--- config.mk ---
export PLATFORM = sky130hd
export DESIGN_NAME = mccs_top
export DESIGN_NICKNAME = d
export VERILOG_FILES = /design/src/rtl/mccs_pkg.sv /design/src/rtl/mccs_setup_reg.sv /design/src/rtl/mccs_phase_seq.sv /design/src/rtl/mccs_top.sv
export VERILOG_INCLUDE_DIRS = /design/src /design/src/rtl
export SDC_FILE = /design/constraint.sdc
export NUM_CORES = 1
export LEC_CHECK = 0
export BUFFER_PORTS_ARGS = -buffer_cell sky130_fd_sc_hd__buf_4
export CORE_UTILIZATION = 52
export DETAILED_ROUTE_END_ITERATION = 8
export PLACE_DENSITY = 0.87
export RECOVER_POWER = 100
export SLEW_MARGIN = 25
export SYNTH_ARGS = -nofsm -noshare
export SYNTH_HDL_FRONTEND = slang
export SYNTH_SLANG_ARGS = --single-unit
--- constraint.sdc ---
create_clock -name sys_clk_i -period 2.7 [get_ports sys_clk_i]
set_clock_uncertainty 0.2 [all_clocks]
set_input_delay 0.405 -clock sys_clk_i [delete_from_list [all_inputs] [get_ports sys_clk_i]]
set_output_delay 0.405 -clock sys_clk_i [all_outputs]
set_load 0.005 [all_outputs]
--- src/rtl/mccs_params.svh ---
// How it works
// - plain machine cycle runs four quarters, one clock each, first to fourth.
// - stretched cycle runs first three quarters then two fourth quarters.
// - when enabled, only the fourth quarter of eligible cycles doubles.
// - during both extended quarters phase stays fourth and memory control and status outputs hold.
// - stretch enable lives in the setup register at its fixed address, read/write.
// - enable is bit 4; zero means normal, one means stretch.
// - reset clears the enable bit.
// - every address cycle of a memory sequence is stretched when enabled.
// - read-data cycle of a read-modify-write sequence is stretched when enabled.
// - host default cycles are never stretched.
// - processor default cycles are never stretched.
// - page-mode indication plays no part in the stretch decision.
// - every other memory subcycle keeps four quarters.
// - video timing follows its own clock, never paused by a stretch.
// - a stretched cycle is exactly one quarter longer than normal.
// - address cycles drive a bus-status code on the four status lines.
`ifndef MCCS_PARAMS_SVH
`define MCCS_PARAMS_SVH

// ----------------------------------------
// register map
// ----------------------------------------
`define MCCS_SETUP_ADDR 32'hC00001A0
`define MCCS_SETUP_RST 32'h00000000
`define MCCS_STRETCH_BIT 4

// ----------------------------------------
// cycle shape and widths
// ----------------------------------------
`define MCCS_NORMAL_QUARTERS 4'h4
`define MCCS_STRETCH_QUARTERS 4'h5
`define MCCS_FIRST_QUARTER 4'h1
`define MCCS_CTL_W 8
`define MCCS_STATUS_W 4
`define MCCS_STATUS_IDLE 4'h0
`define MCCS_VID_W 16

`endif

--- src/rtl/mccs_pkg.sv ---
package mccs_pkg;

  // ----------------------------------------
  // quarter phases and cycle kinds
  // ----------------------------------------
  typedef enum logic [1:0] {PH_FIRST, PH_SECOND, PH_THIRD, PH_FOURTH} mccs_phase_t;

  typedef enum logic [2:0] {
    KIND_ADDR,
    KIND_READ_DATA,
    KIND_WRITE_DATA,
    KIND_HOST_DEFAULT,
    KIND_CPU_DEFAULT,
    KIND_OTHER
  } mccs_kind_t;

endpackage

--- src/rtl/mccs_setup_reg.sv ---
`timescale 1ns/10ps
`include "mccs_params.svh"

module mccs_setup_reg
  import mccs_pkg::*;
(
  input wire logic sys_clk_i,
  input wire logic srst_i,
  input wire logic [31:0] reg_addr_i,
  input wire logic reg_wr_i,
  input wire logic reg_rd_i,
  input wire logic [31:0] reg_wdata_i,
  output logic [31:0] reg_rdata_o,
  output logic stretch_enable_bit_o
);

  logic [31:0] setup;
  logic [31:0] next_setup;
  logic [31:0] next_rdata;
  logic hit;

  // ----------------------------------------
  // decode and storage
  // ----------------------------------------
  always_comb
  begin
    hit = (reg_addr_i == `MCCS_SETUP_ADDR);
    next_setup = setup;
    next_rdata = 32'h00000000;
    if (reg_wr_i && hit)
    begin
      next_setup = reg_wdata_i;
    end
    if (reg_rd_i && hit)
    begin
      next_rdata = setup;
    end
  end

  always_ff @(posedge sys_clk_i)
  begin
    if (srst_i)
    begin
      setup <= `MCCS_SETUP_RST;
      reg_rdata_o <= 32'h00000000;
    end
    else
    begin
      setup <= next_setup;
      reg_rdata_o <= next_rdata;
    end
  end

  assign stretch_enable_bit_o = setup[`MCCS_STRETCH_BIT];

endmodule

--- src/rtl/mccs_phase_seq.sv ---
`timescale 1ns/10ps
`include "mccs_params.svh"

module mccs_phase_seq
  import mccs_pkg::*;
(
  input wire logic sys_clk_i,
  input wire logic srst_i,
  input wire logic stretch_i,
  output mccs_phase_t phase_o,
  output logic ext_first_o,
  output logic ext_second_o
);

  mccs_phase_t next_phase;
  logic next_ext_first;
  logic next_ext_second;

  // ----------------------------------------
  // quarter sequencer
  // ----------------------------------------
  always_comb
  begin
    next_phase = phase_o;
    next_ext_first = 1'b0;
    next_ext_second = 1'b0;
    unique case (phase_o)
      PH_FIRST: next_phase = PH_SECOND;
      PH_SECOND: next_phase = PH_THIRD;
      PH_THIRD:
      begin
        next_phase = PH_FOURTH;
        next_ext_first = stretch_i;
      end
      PH_FOURTH:
      begin
        if (ext_first_o)
        begin
          // hold the core in the fourth quarter for one more clock
          next_phase = PH_FOURTH;
          next_ext_second = 1'b1;
        end
        else
        begin
          next_phase = PH_FIRST;
        end
      end
    endcase
  end

  always_ff @(posedge sys_clk_i)
  begin
    if (srst_i)
    begin
      phase_o <= PH_FIRST;
      ext_first_o <= 1'b0;
      ext_second_o <= 1'b0;
    end
    else
    begin
      phase_o <= next_phase;
      ext_first_o <= next_ext_first;
      ext_second_o <= next_ext_second;
    end
  end

endmodule

--- src/rtl/mccs_top.sv ---
`timescale 1ns/10ps
`include "mccs_params.svh"

module mccs_top
  import mccs_pkg::*;
(
  input wire logic sys_clk_i,
  input wire logic srst_i,
  input wire logic [31:0] reg_addr_i,
  input wire logic reg_wr_i,
  input wire logic reg_rd_i,
  input wire logic [31:0] reg_wdata_i,
  input wire logic [2:0] cyc_kind_i,
  input wire logic rmw_i,
  input wire logic page_mode_i,
  input wire logic [3:0] bus_status_code_i,
  input wire logic [7:0] mem_ctl_i,
  input wire logic video_clock_input_i,
  output logic [31:0] reg_rdata_o,
  output mccs_phase_t phase_o,
  output logic extended_phase_first_o,
  output logic extended_phase_second_o,
  output logic stretch_active_o,
  output logic stretch_enable_bit_o,
  output logic [3:0] bus_status_lines_o,
  output logic [7:0] mem_ctl_o,
  output logic [15:0] video_ticks_o
);

  // ----------------------------------------
  // setup register and sequencer
  // ----------------------------------------
  mccs_setup_reg u_setup (
    .sys_clk_i(sys_clk_i),
    .srst_i(srst_i),
    .reg_addr_i(reg_addr_i),
    .reg_wr_i(reg_wr_i),
    .reg_rd_i(reg_rd_i),
    .reg_wdata_i(reg_wdata_i),
    .reg_rdata_o(reg_rdata_o),
    .stretch_enable_bit_o(stretch_enable_bit_o)
  );

  logic stretch_cur;
  mccs_phase_seq u_seq (
    .sys_clk_i(sys_clk_i),
    .srst_i(srst_i),
    .stretch_i(stretch_cur),
    .phase_o(phase_o),
    .ext_first_o(extended_phase_first_o),
    .ext_second_o(extended_phase_second_o)
  );

  // ----------------------------------------
  // stretch decision, made once per cycle
  // ----------------------------------------
  logic last_q;
  logic eligible;
  logic next_stretch_cur;
  mccs_kind_t kind_in;
  mccs_kind_t kind_cur;
  mccs_kind_t next_kind_cur;

  always_comb
  begin
    last_q = (phase_o == PH_FOURTH) && !extended_phase_first_o;
    kind_in = mccs_kind_t'(cyc_kind_i);
    // page_mode_i is deliberately not consulted
    unique case (kind_in)
      KIND_ADDR: eligible = 1'b1;
      KIND_READ_DATA: eligible = rmw_i;
      KIND_WRITE_DATA: eligible = 1'b0;
      KIND_HOST_DEFAULT: eligible = 1'b0;
      KIND_CPU_DEFAULT: eligible = 1'b0;
      default: eligible = 1'b0;
    endcase
    next_stretch_cur = stretch_cur;
    next_kind_cur = kind_cur;
    if (last_q)
    begin
      // sampled only at the boundary so a running cycle never changes shape
      next_stretch_cur = stretch_enable_bit_o && eligible;
      next_kind_cur = kind_in;
    end
  end

  always_ff @(posedge sys_clk_i)
  begin
    if (srst_i)
    begin
      stretch_cur <= 1'b0;
      kind_cur <= KIND_OTHER;
    end
    else
    begin
      stretch_cur <= next_stretch_cur;
      kind_cur <= next_kind_cur;
    end
  end

  // ----------------------------------------
  // frozen device outputs
  // ----------------------------------------
  logic [7:0] next_mem_ctl;
  logic [3:0] next_status;
  logic next_active;

  always_comb
  begin
    next_mem_ctl = mem_ctl_o;
    next_status = bus_status_lines_o;
    next_active = stretch_cur;
    // skipping the load on the first extension edge keeps the fourth-quarter values frozen
    if (!extended_phase_first_o)
    begin
      next_mem_ctl = mem_ctl_i;
      // next kind, so the code shows from the first quarter of an address cycle, not one late
      next_status = (next_kind_cur == KIND_ADDR) ? bus_status_code_i : `MCCS_STATUS_IDLE;
    end
  end

  always_ff @(posedge sys_clk_i)
  begin
    if (srst_i)
    begin
      mem_ctl_o <= 8'h00;
      bus_status_lines_o <= `MCCS_STATUS_IDLE;
      stretch_active_o <= 1'b0;
    end
    else
    begin
      mem_ctl_o <= next_mem_ctl;
      bus_status_lines_o <= next_status;
      stretch_active_o <= next_active;
    end
  end

  // ----------------------------------------
  // video tick counter, never gated by the stretch
  // ----------------------------------------
  logic vid_s1;
  logic vid_s2;
  logic vid_s3;
  logic [15:0] next_ticks;

  always_comb
  begin
    next_ticks = video_ticks_o;
    if (vid_s2 && !vid_s3)
    begin
      next_ticks = video_ticks_o + 16'h0001;
    end
  end

  always_ff @(posedge sys_clk_i)
  begin
    if (srst_i)
    begin
      vid_s1 <= 1'b0;
      vid_s2 <= 1'b0;
      vid_s3 <= 1'b0;
      video_ticks_o <= 16'h0000;
    end
    else
    begin
      vid_s1 <= video_clock_input_i;
      vid_s2 <= vid_s1;
      vid_s3 <= vid_s2;
      video_ticks_o <= next_ticks;
    end
  end

  // ----------------------------------------
  // quarter count per machine cycle, checking aid
  // ----------------------------------------
  logic [3:0] qlen;
  logic [3:0] next_qlen;

  always_comb
  begin
    next_qlen = last_q ? `MCCS_FIRST_QUARTER : qlen + 4'h1;
  end

  always_ff @(posedge sys_clk_i)
  begin
    if (srst_i)
    begin
      qlen <= `MCCS_FIRST_QUARTER;
    end
    else
    begin
      qlen <= next_qlen;
    end
  end
endmodule

# ---- After elaboration in Yosys (flattened, before gate mapping)
# Index checks and enable logic that the tools add are counted.
# W data, S select, Z words.
dict set report word_totals {
  wordCells 42
  ramBits 0
  romBits 0
  regBits 104
  output_inout_bits 66
  n_memories 0
  inputBits 86
  latch_bits 0
}
dict set report classes {
  n_div 0
  shifts 0
  n_eq_ne 5
  reduce_logical 13
  bitwise_logic 3
  addsub 1
  n_lt_le_gt_ge 0
  n_mul 0
  n_mux 6
}
# cell count
set ops {}
lappend ops {{$eq A32 B32 Y1 const B} 1}
lappend ops {{$add A16 B1 Y16 const B} 1}
lappend ops {{$pmux W2 S4} 1}
lappend ops {{$logic_not A3 Y1} 2}
lappend ops {{$reduce_or A2 Y1} 3}
lappend ops {{$logic_and A1 B1 Y1} 5}
lappend ops {{$eq A2 B2 Y1 const B} 2}
lappend ops {{$mux W4} 1}
lappend ops {{$eq A3 B1 Y1 const B} 1}
lappend ops {{$mux W3} 1}
lappend ops {{$not A1 Y1} 3}
lappend ops {{$eq A2 B1 Y1 const B} 1}
lappend ops {{$logic_not A1 Y1} 2}
lappend ops {{$logic_not A2 Y1} 1}
lappend ops {{$mux W2} 1}
lappend ops {{$pmux W1 S2} 1}
lappend ops {{$mux W1} 1}

# ---- Depth between registers and ports, before layout
# Gate-level depths: netlist of the first run.
dict set report depth {
  ltp_word 5
  depth_mapped 5
  mapped_depth_nobuf 5
}

# ---- By module
# Synthesis of the first run repeated with hierarchy kept, for this count alone.
dict set report unflattened {
  cells_unflattened 372
  area_unflattened_um2 4001.3
}
# module cells_each n_inst area_each_um2
set by_module_without_submodules {}
lappend by_module_without_submodules {mccs_setup_reg 218 1 2466.1}
lappend by_module_without_submodules {mccs_top 143 1 1400.1}
lappend by_module_without_submodules {mccs_phase_seq 11 1 135.1}

# ---- Least setup slack after synthesis of the first run
# OpenSTA, ideal clock, no wires.
dict set report synth_timing {
  kind {input to register}
  from {in reg_addr_i[9]}
  to {reg u_setup.setup[0]}
  n_path_buf 1
  setup_slack_ns 0.821
  arrival_time_ns 1.607
  path_stages 5
  required_time_ns 2.428
  setup_time_ns 0.072
  cell_sequence {nor4b_1 -> nand4_1 -> nor3_4 -> buf_8 -> mux2i_1}
}
dict set report synth_between {
  elab_chain_cells 2
}
# item line_no
set synth_rtl {}
lappend synth_rtl {{start: declaration} mccs_top.sv:9} ;# input wire logic [31:0] reg_addr_i,
lappend synth_rtl {{$eq A32 B32 Y1 (no source line)} n/a}
lappend synth_rtl {{$logic_and A1 B1 Y1} mccs_setup_reg.sv:30} ;# if (reg_wr_i && hit)
lappend synth_rtl {{end signal: assignment} mccs_setup_reg.sv:44} ;# setup <= `MCCS_SETUP_RST;
lappend synth_rtl {{end signal: assignment} mccs_setup_reg.sv:49} ;# setup <= next_setup;
lappend synth_rtl {{end: declaration} mccs_setup_reg.sv:17} ;# logic [31:0] setup;
# No other way between the ends.
# A chain may end at the register's enable or synchronous reset.

# ---- Worst setup path in the final report of the first run
dict set report layout_timing {
  from {reg u_seq.ext_first_o}
  to {reg bus_status_lines_o[2]}
}
dict set report layout_between {
  elab_chain_cells 5
}
# item line_no
set layout_rtl {}
lappend layout_rtl {{start: declaration} mccs_phase_seq.sv:11} ;# output logic ext_first_o,
lappend layout_rtl {{start signal: assignment} mccs_phase_seq.sv:62} ;# ext_first_o <= next_ext_first;
lappend layout_rtl {{$logic_not A1 Y1} n/a}
lappend layout_rtl {{$logic_and A1 B1 Y1} mccs_top.sv:66} ;# last_q = (phase_o == PH_FOURTH) && !extended_phase_first_o;
lappend layout_rtl {{$mux W3} mccs_top.sv:79} ;# if (last_q)
lappend layout_rtl {{$logic_not A3 Y1} mccs_top.sv:118} ;# next_status = (next_kind_cur == KIND_ADDR) ? bus_status_code_i : `MCCS_STATUS_IDLE;
lappend layout_rtl {{$mux W4 (no source line)} n/a}
lappend layout_rtl {{end signal: assignment} mccs_top.sv:127} ;# bus_status_lines_o <= `MCCS_STATUS_IDLE;
lappend layout_rtl {{end signal: assignment} mccs_top.sv:133} ;# bus_status_lines_o <= next_status;
lappend layout_rtl {{end: declaration} mccs_top.sv:25} ;# output logic [3:0] bus_status_lines_o,
# Parallel ways exist; a longest one is shown, timed or not.

==> results.toml, run 1 <==
[logic_synthesis]
synthesis.nets = 459
syn_area_per_cell_um2 = 10.85
synth_top_area_cell = "dfxtp_1"
synth-warning-count = 0
ys_ff_latch = 104
synth_edf_count = 0
yosysUniqueCellTypes = 43
yosysTopAreaCellShare_pct = 51.56
syn_inst = 372
netlist_area_um2 = 4038
ys.flop_type = "dfxtp_1"
async_flop_share_pct = 0
synth.most_common_cell = "dfxtp_1"
ys_top_cells_by_count = "dfxtp_1, nand2b_1, mux2i_1, and2_1, nor2_1"
yosys-top-cells-area = "dfxtp_1, mux2i_1, nand2b_1"
seq_area_frac_synth_pct = 51.56

[worst_setup_path]
worstPathArrival_ns = 2.23
cp.required_ns = 2.80
critPathKind = "reg -> reg"
critPathMaxFanout = 12
critPathLaunchType = "register"
cp-end-kind = "register"

[cts]
cts_tree = "yes"
clock_latency_ns = 0.36
cts.clk_slew.worst_paths_ns = 0.09
clockRootBuffer = "clkbuf_8"
ctsHoldBuffers = 0
cts_setup_buffers = 0
clockBufferDepth = 2
htree_levels = 3
cts.repair.resized = 0
clock-sinks = 104
cts_buffers = 9

[timing]
rsz0062_at_grt = "false"
final.setup.worst_slack_ns = 0.5694
tns_ns = 0
finalCritPeriodShare_pct = 78.91
clock.fmax_ghz = 0.4694
finalCriticalPeriod_ns = 2.131
worstMarginPinSlew_ns = 0.9801
setup_violations = 0
slew_headroom_pct = 34.66
finalMaxSlewViolations = 0
hold_viol = 0

[grt]
grt_antenna_before_repair = 0
grt_max_degree = 54
grt_pass1_wl_um = 14140
grt.overflow.total = 0
grt_pass1_vias = 3099
grtUsageTotal_pct = 21.49

[route]
dr.pass1.iters = 4
wl_per_cell_um = 13.55
ant_nets = 0
drcViolationCount = 0
met3WireLength_um = 513
wl_met2_um = 4177
drt_iter0_markers = 78
wl_um = 8385
viasPerCell = 5.032
vias = 3115
wl_met1_um = 3493
top_layer = "met4"

[power]
power_density_nw_per_um2 = 489.6
leakage_nw = 2.111
vdd_drop_max_v = 0.0003389
power_mw = 2.575

[flow_run]
drv_cap = 0

[cells_and_area]
drive_above_1_share_pct = 31.92
fin_nets = 603
finalNonFillerCells = 619
syn_to_final_growth_pct = 30.28
n_antenna_cell = 0
final_core_util_pct = 71.38

[die]
core-area_um2 = 7370
initial_core_util_pct = 54.79
pin_count = 152
die_area_um2 = 8121
rows = 31
die_h_um = 90.12
fp.dieW_um = 90.12

[placed_design]
hpwl_um = 6042
portBuffers = 150
place.detailed.instances = 604
dp_slack_ns = 0.5643
gp_congestion = 0.7483

[run_status]
status = "finished, final reports clean"

[hold_path]
min_path_type = "in -> reg"
[state kept, by name, summed over array words and instances, names as in the netlist, 2 cells and up]
signal / cells
u_setup.setup: 32
u_setup.reg_rdata_o: 32
video_ticks_o: 16
bus_status_lines_o: 4
mem_ctl_o: 8
u_seq.phase_o: 2
kind_cur: 3
[worst max-delay path, cell delays in order, from the launching register on]
cell and delay (ns):
dfxtp_1 0.52, and3b_1 0.55, nor2b_1 0.16, a2111oi_4 0.45, a22o_1 0.20
[per-stage QoR]
stage	hold WS (ns)	cell area, µm²
after floorplan	0.2138	4038
after global placement	0.2183	5181
after detailed placement	0.2364	5181
after CTS	0.05027	5343
after global routing	0.05940	5260
final	0.06474	5260
[path summary, 6_finish.rpt]
kind | startpoint | to | slack, ns | cells after the start
worst max-delay path | u_seq.ext_first_o$_SDFF_PP0_ | bus_status_lines_o[2]$_SDFFE_PP0N_ | 0.57 | 4
worst min register to register | next_active$_SDFFE_PP0N_ | u_seq.ext_first_o$_SDFF_PP0_ | 0.25 | 2
worst max register to register | u_seq.ext_first_o$_SDFF_PP0_ | bus_status_lines_o[2]$_SDFFE_PP0N_ | 0.57 | 4
worst min-delay path | bus_status_code_i[0] | bus_status_lines_o[0]$_SDFFE_PP0N_ | 0.06 | 2
[kinds of logic (layout without fill, tap and decap cells)]
kind of cell | count (synthesis) | in the layout | share of synthesized area [%]
AO/OA/AOI/OAI | 26 | 26 | 4.927
XOR/XNOR | 8 | 8 | 1.735
adder cells (fa/ha/maj) | 1 | 1 | 0.3098
buffers and inverters | 24 | 172 | 3.873
flip-flops | 104 | 104 | 51.57
multiplexers | 42 | 42 | 10.41
AND/OR/NAND/NOR | 167 | 167 | 27.18
[routing by layer]
layer | up-vias | track usage (%)
li1 | 1541 | -
met1 | 1458 | 24.08
met2 | 97 | 38.55
met3 | 19 | 5.668
met4 | 0 | 8.602
met5 | - | 0
[layout make-up]
| cell class | instances | area, µm² |
|---|---|---|
| clock buffers | 10 | 127.6 |
| fillers | 599 | 2110 |
| repair buffers | 153 | 1120 |
| inverters | 4 | 15.01 |
| multi-input cells | 244 | 1758 |
| well taps | 99 | 123.9 |
| clock inverters | 5 | 33.78 |
| flip-flops and latches | 104 | 2082 |
[cells in the final DEF, fill, tap and decap left out, types with 7 or more instances in the layout]
cell	n
dfxtp_1	104
and2_1	25
buf_4	82
clkbuf_1	10
nand2b_1	65
nor2_1	20
nor2b_1	8
clkbuf_8	9
and2_0	7
mux2i_1	42
a21oi_1	8
xor2_1	7
clkbuf_4	58
[where the power goes]
| group | internal, mW | switching (mW) |
|---|---|---|
| clock | 0.331 | 0.497 |
| combinational | 0.124 | 0.0656 |
| sequential | 1.55 | 0.0119 |
| total | 2.00 | 0.574 |
Note: power is estimated with default switching activity, not from simulation.
==> inputs of run 2 (changes only) <==
CORE_UTILIZATION = 49   (was 52)
PLACE_DENSITY = 0.83   (was 0.87)
clock period = 2.25 ns   (was 2.7 ns; I/O delays follow)
==> run 2 against run 1 <==
Effect of this change: final area increased by 3.6%; global-route usage down 0.33 points; worst hold slack worse by 0.051 ns; critical path depth up 2; total power increased by 30%; highest routed layer unchanged.
==> results.toml, run 2 (synthesis results as in run 1) <==
[run_status]
status = "finished, final reports clean"

[cts]
cts_buffers = 9
cts.repair.resized = 0
cts_tree = "yes"
clockRootBuffer = "clkbuf_8"
cts.clk_slew.worst_paths_ns = 0.10
clockBufferDepth = 2
clock-sinks = 104
htree_levels = 3
clock_latency_ns = 0.36

[cells_and_area]
final_cell_mix = "dfxtp_1, buf_4, nand2b_1"
final_core_util_pct = 69.44
fin_nets = 618
nFillCells = 624
final_common_cell = "dfxtp_1"
drive_above_1_share_pct = 31.53
n_antenna_cell = 0
largestRegisters = "u_setup.reg_rdata_o: 32 flops, u_setup.setup: 32 flops, video_ticks_o: 16 flops"
syn_to_final_growth_pct = 34.96

[timing]
clock.fmax_ghz = 0.4729
hold_viol = 0
slew_headroom_pct = 50.73
finalCriticalPeriod_ns = 2.115
setup_violations = 0
tns_ns = 0
worstMarginPinSlew_ns = 0.7390
rsz0062_at_grt = "false"
final.setup.worst_slack_ns = 0.1354
finalMaxSlewViolations = 0
holdWs_ns = 0.01338
finalCritPeriodShare_pct = 93.98

[die]
core-area_um2 = 7848
pin_count = 152
rows = 32
die_area_um2 = 8607
initial_core_util_pct = 51.45
fp.dieW_um = 92.78
die_h_um = 92.78

[worst_setup_path]
cp-end-kind = "register"
r2r_cells = 4
slowest_stage = "dlygate4sd3_1"
rr_startpoint = "video_ticks_o[4]$_SDFFE_PP0P_"
crit_cells = 6
critPathLaunchType = "input port"
worstPathArrival_ns = 2.22
cpLargestDelayFamily = "compound AO/OA/AOI/OAI gates"
crit_chain = "dlygate4sd3_1 -> clkbuf_1 -> nor4bb_1 -> o21bai_1 -> a2111oi_2 -> a22o_1"
cp.required_ns = 2.35
rrSetupSlack_ns = 0.28
critPathKind = "in -> reg"
max_stage_delay_ns = 0.54
r2r_end = "video_ticks_o[14]$_SDFFE_PP0P_"
path_buf_inv = 2
critPathMaxFanout = 4

[power]
leakage_nw = 2.207
p_switching_mw = 0.7736
power_density_nw_per_um2 = 612.2
power_mw = 3.336
vdd_drop_max_v = 0.0003825
swShare_pct = 23.19
intPower_mw = 2.563
p_seq_share_pct = 56.1
clock_power_share_pct = 36.6
combPwrFrac_pct = 7.4

[placed_design]
gp_congestion = 0.7781
dp_slack_ns = 0.1114
portBuffers = 150
hpwl_um = 6279

[hold_path]
min_to = "mem_ctl_o[3]$_SDFFE_PP0N_"
min_path_type = "in -> reg"
hold_path_depth = 3
min_from = "mem_ctl_i[3]"

[route]
wl_per_cell_um = 13.86
viasPerCell = 4.978
wl_met2_um = 4615
wl_met1_um = 3493
met3WireLength_um = 608
drt_iter0_markers = 84
dr.pass1.iters = 4
vias = 3176
ant_nets = 0
top_layer = "met4"
wl_um = 8845
drcViolationCount = 0

[grt]
grt_max_degree = 38
grt_pass1_wl_um = 14490
grt_antenna_before_repair = 0
grt_pass1_vias = 3203
grt.overflow.total = 0
grtUsageTotal_pct = 21.16

[flow_run]
drv_cap = 0
run 2: how the worst max path moves through the flow:
stage / start / endpoint / slack [ns]
final: cyc_kind_i[0] / bus_status_lines_o[2]$_SDFFE_PP0N_ / 0.14
after global routing: cyc_kind_i[0] / bus_status_lines_o[2]$_SDFFE_PP0N_ / 0.09
after CTS: cyc_kind_i[0] / bus_status_lines_o[2]$_SDFFE_PP0N_ / 0.26
after detailed placement: reg_addr_i[9] / u_setup.setup[18]$_SDFFE_PP0P_ / 0.11
after global placement: reg_addr_i[9] / u_setup.setup[23]$_SDFFE_PP0P_ / 0.25
after floorplan: reg_addr_i[9] / u_setup.setup[0]$_SDFFE_PP0P_ / 0.44
run 2: final cells by class:
| cell class | instances | area, µm² | area share, % |
|---|---|---|---|
| sequential | 104 | 2082 | 38.21 |
| clock inverter | 7 | 86.33 | 1.584 |
| tap | 102 | 127.6 | 2.342 |
| timing repair buffer | 168 | 1242 | 22.80 |
| multi-input combinational | 244 | 1772 | 32.51 |
| clock buffer | 9 | 123.9 | 2.273 |
| inverter | 4 | 15.01 | 0.2755 |
run 2: per-stage QoR:
step	instance area (µm²)	instances
after floorplan	4038	372
after global placement	5220	610
after global routing	5449	638
after CTS	5550	638
final	5449	638
after detailed placement	5220	610
run 2: metal layers:
layer,vias up,track usage [%]
met2,106,39.03
met4,0,6.410
li1,1575,-
met3,12,5.747
met1,1483,23.42
met5,-,0
run 2: power groups by stage:
stage               clock network [mW]  logic (mW)  registers (mW)
floorplan                            0      0.0834            1.91
global placement                     0       0.230            1.91
detailed placement                   0       0.236            1.91
CTS                               1.26       0.254            1.87
global route                      1.32       0.267            1.87
finish                            1.22       0.246            1.87
run 2: worst min-delay path: cells and delay by family:
family                 cells  cell delay, ns
buffers and inverters      1            0.08
AND/OR/NAND/NOR            1            0.08
multiplexers               1            0.05
run 2: timing repair:
item / CTS / global route
hold buffers: 12 / 0
setup buffers: 0 / 0
endpoints found under the hold margin: 12 / 0
==> inputs of run 3 (changes only) <==
CAP_MARGIN = 20   (was not set)
CORE_MARGIN = 2   (was not set)
==> run 3 against run 2 <==
Effect of this change: total power shrank 4.5%; global-route usage shrank 2.0 points; register-to-register slack lost 0.06 ns; largest power group unchanged; die area grew 4.4%; critical path depth shrank 4; via count shrank 2.8%; cell count shrank 0.63%; count of clock-buffer cells in the layout grew 2; non-clock buffer count shrank 7; largest cell class unchanged; sequential share of layout area grew 0.76 points; final area shrank 2.0%.
==> results.toml, run 3 (synthesis results as in run 1) <==
[cts]
htree_levels = 3
cts.clk_slew.worst_paths_ns = 0.10
clock_latency_ns = 0.35
ctsHoldBuffers = 2
cts_tree = "yes"
clockRootBuffer = "clkbuf_8"
clockBufferDepth = 2
cts.repair.resized = 0
cts_setup_buffers = 0
clock-sinks = 104
cts_buffers = 9

[die]
fp.dieW_um = 94.78
die_area_um2 = 8982
pin_count = 152
die_h_um = 94.78
initial_core_util_pct = 49.89
core-area_um2 = 8093
rows = 33

[power]
leakage_nw = 2.131
power_density_nw_per_um2 = 596.3
vdd_drop_max_v = 0.0003899
power_mw = 3.186

[worst_setup_path]
worstPathArrival_ns = 1.50
critPathMaxFanout = 11
critPathKind = "reg -> out"
cp-end-kind = "output pin"
cp.required_ns = 1.71
critPathLaunchType = "register"

[timing]
finalCritPeriodShare_pct = 90.56
tns_ns = 0
rsz0062_at_grt = "false"
finalMaxSlewViolations = 0
hold_viol = 0
setup_violations = 0
final.setup.worst_slack_ns = 0.2125
worstMarginPinSlew_ns = 1.323
slew_headroom_pct = 11.78
clock.fmax_ghz = 0.4908
finalCriticalPeriod_ns = 2.038

[grt]
use_met3_pct = 7.183
grt_antenna_before_repair = 0
use_met1_pct = 22.03
grt.overflow.total = 0
grt_pass1_vias = 3077
grt-busiest-layer = "met2"
grtUsageTotal_pct = 19.17
grt_max_degree = 64
met2_usage_pct = 32.92
grt_pass1_wl_um = 13670

[route]
wl_um = 8375
ant_nets = 0
viasPerCell = 4.869
wl_per_cell_um = 13.21
vias = 3087
drcViolationCount = 0
drt_iter0_markers = 76
dr.pass1.iters = 4

[cells_and_area]
fin_nets = 611
drive_above_1_share_pct = 30.43
design_area_um2 = 5343
n_antenna_cell = 0
largestRegisters = "u_setup.reg_rdata_o: 32 flops, u_setup.setup: 32 flops, video_ticks_o: 16 flops"
final_common_cell = "dfxtp_1"
final_core_util_pct = 66.02
final_cell_mix = "dfxtp_1, buf_4, nand2b_1"
syn_to_final_growth_pct = 32.32

[placed_design]
gp_congestion = 0.7479
portBuffers = 150
hpwl_um = 6068
dp_slack_ns = 0.2265
postPlaceCellArea_um2 = 5216

[run_status]
status = "finished, final reports clean"

[hold_path]
min_path_type = "in -> reg"

[flow_run]
drv_cap = 0
==> run 3: cell types whose count changed in the layout (fill, tap and decap cells not counted), moves of 2 or more <==
cell,delta
dlygate4sd3_1,-6
clkbuf_1,+6
buf_4,+2
clkbuf_8,+2
clkbuf_4,-7
clkinv_4,+2
and2_0,+7
inv_8,-3
and2_1,-7
==> run 3: critical path, cell delays in order, from the launching register on <==
cell,delay [ns]
dfxtp_1,0.33
clkbuf_1,0.60
buf_4,0.23
==> run 3: layer usage <==
layer / wire length [µm] / part of all wire (%) / vias up
met5: 0 / 0 / -
met4: 119 / 1.4 / 0
met3: 591 / 7.1 / 10
met2: 4218 / 50 / 79
met1: 3445 / 41 / 1444
li1: - / - / 1554
==> run 3: final timing paths <==
kind                                                    start                                end  slack (ns)  cells after the start
worst max-delay path             u_seq.ext_first_o$_SDFF_PP0_             extended_phase_first_o        0.21                      2
worst min-delay path                             mem_ctl_i[6]          mem_ctl_o[6]$_SDFFE_PP0N_        0.01                      3
worst max register to register  video_ticks_o[3]$_SDFFE_PP0P_     video_ticks_o[12]$_SDFFE_PP0P_        0.22                      4
worst min register to register  u_setup.setup[7]$_SDFFE_PP0P_  u_setup.reg_rdata_o[7]$_SDFF_PP0_        0.26                      1
==> run 3: where the power goes <==
group	internal (mW)	total, mW	leakage [nW]	switching (mW)
combinational	0.156	0.236	1.19	0.0803
clock	0.469	1.08	0.0959	0.610
sequential	1.86	1.87	0.841	0.0137
total	2.48	3.19	2.13	0.704
==> run 3: through the flow <==
step           instances  hold slack (ns)
2_1_floorplan        372           0.2138
3_3_place_gp         612           0.2181
3_5_place_dp         612           0.2373
4_1_cts              630        0.0004813
5_1_grt              634         0.004165
6_report             634          0.01058
==> run 3: final cells by class <==
class	count	area, µm²
timing repair buffer	161	1142
fill	679	2750
inverter	4	15.01
sequential	104	2082
multi-input combinational	244	1782
clock inverter	5	38.79
tap	105	131.4
clock buffer	11	151.4
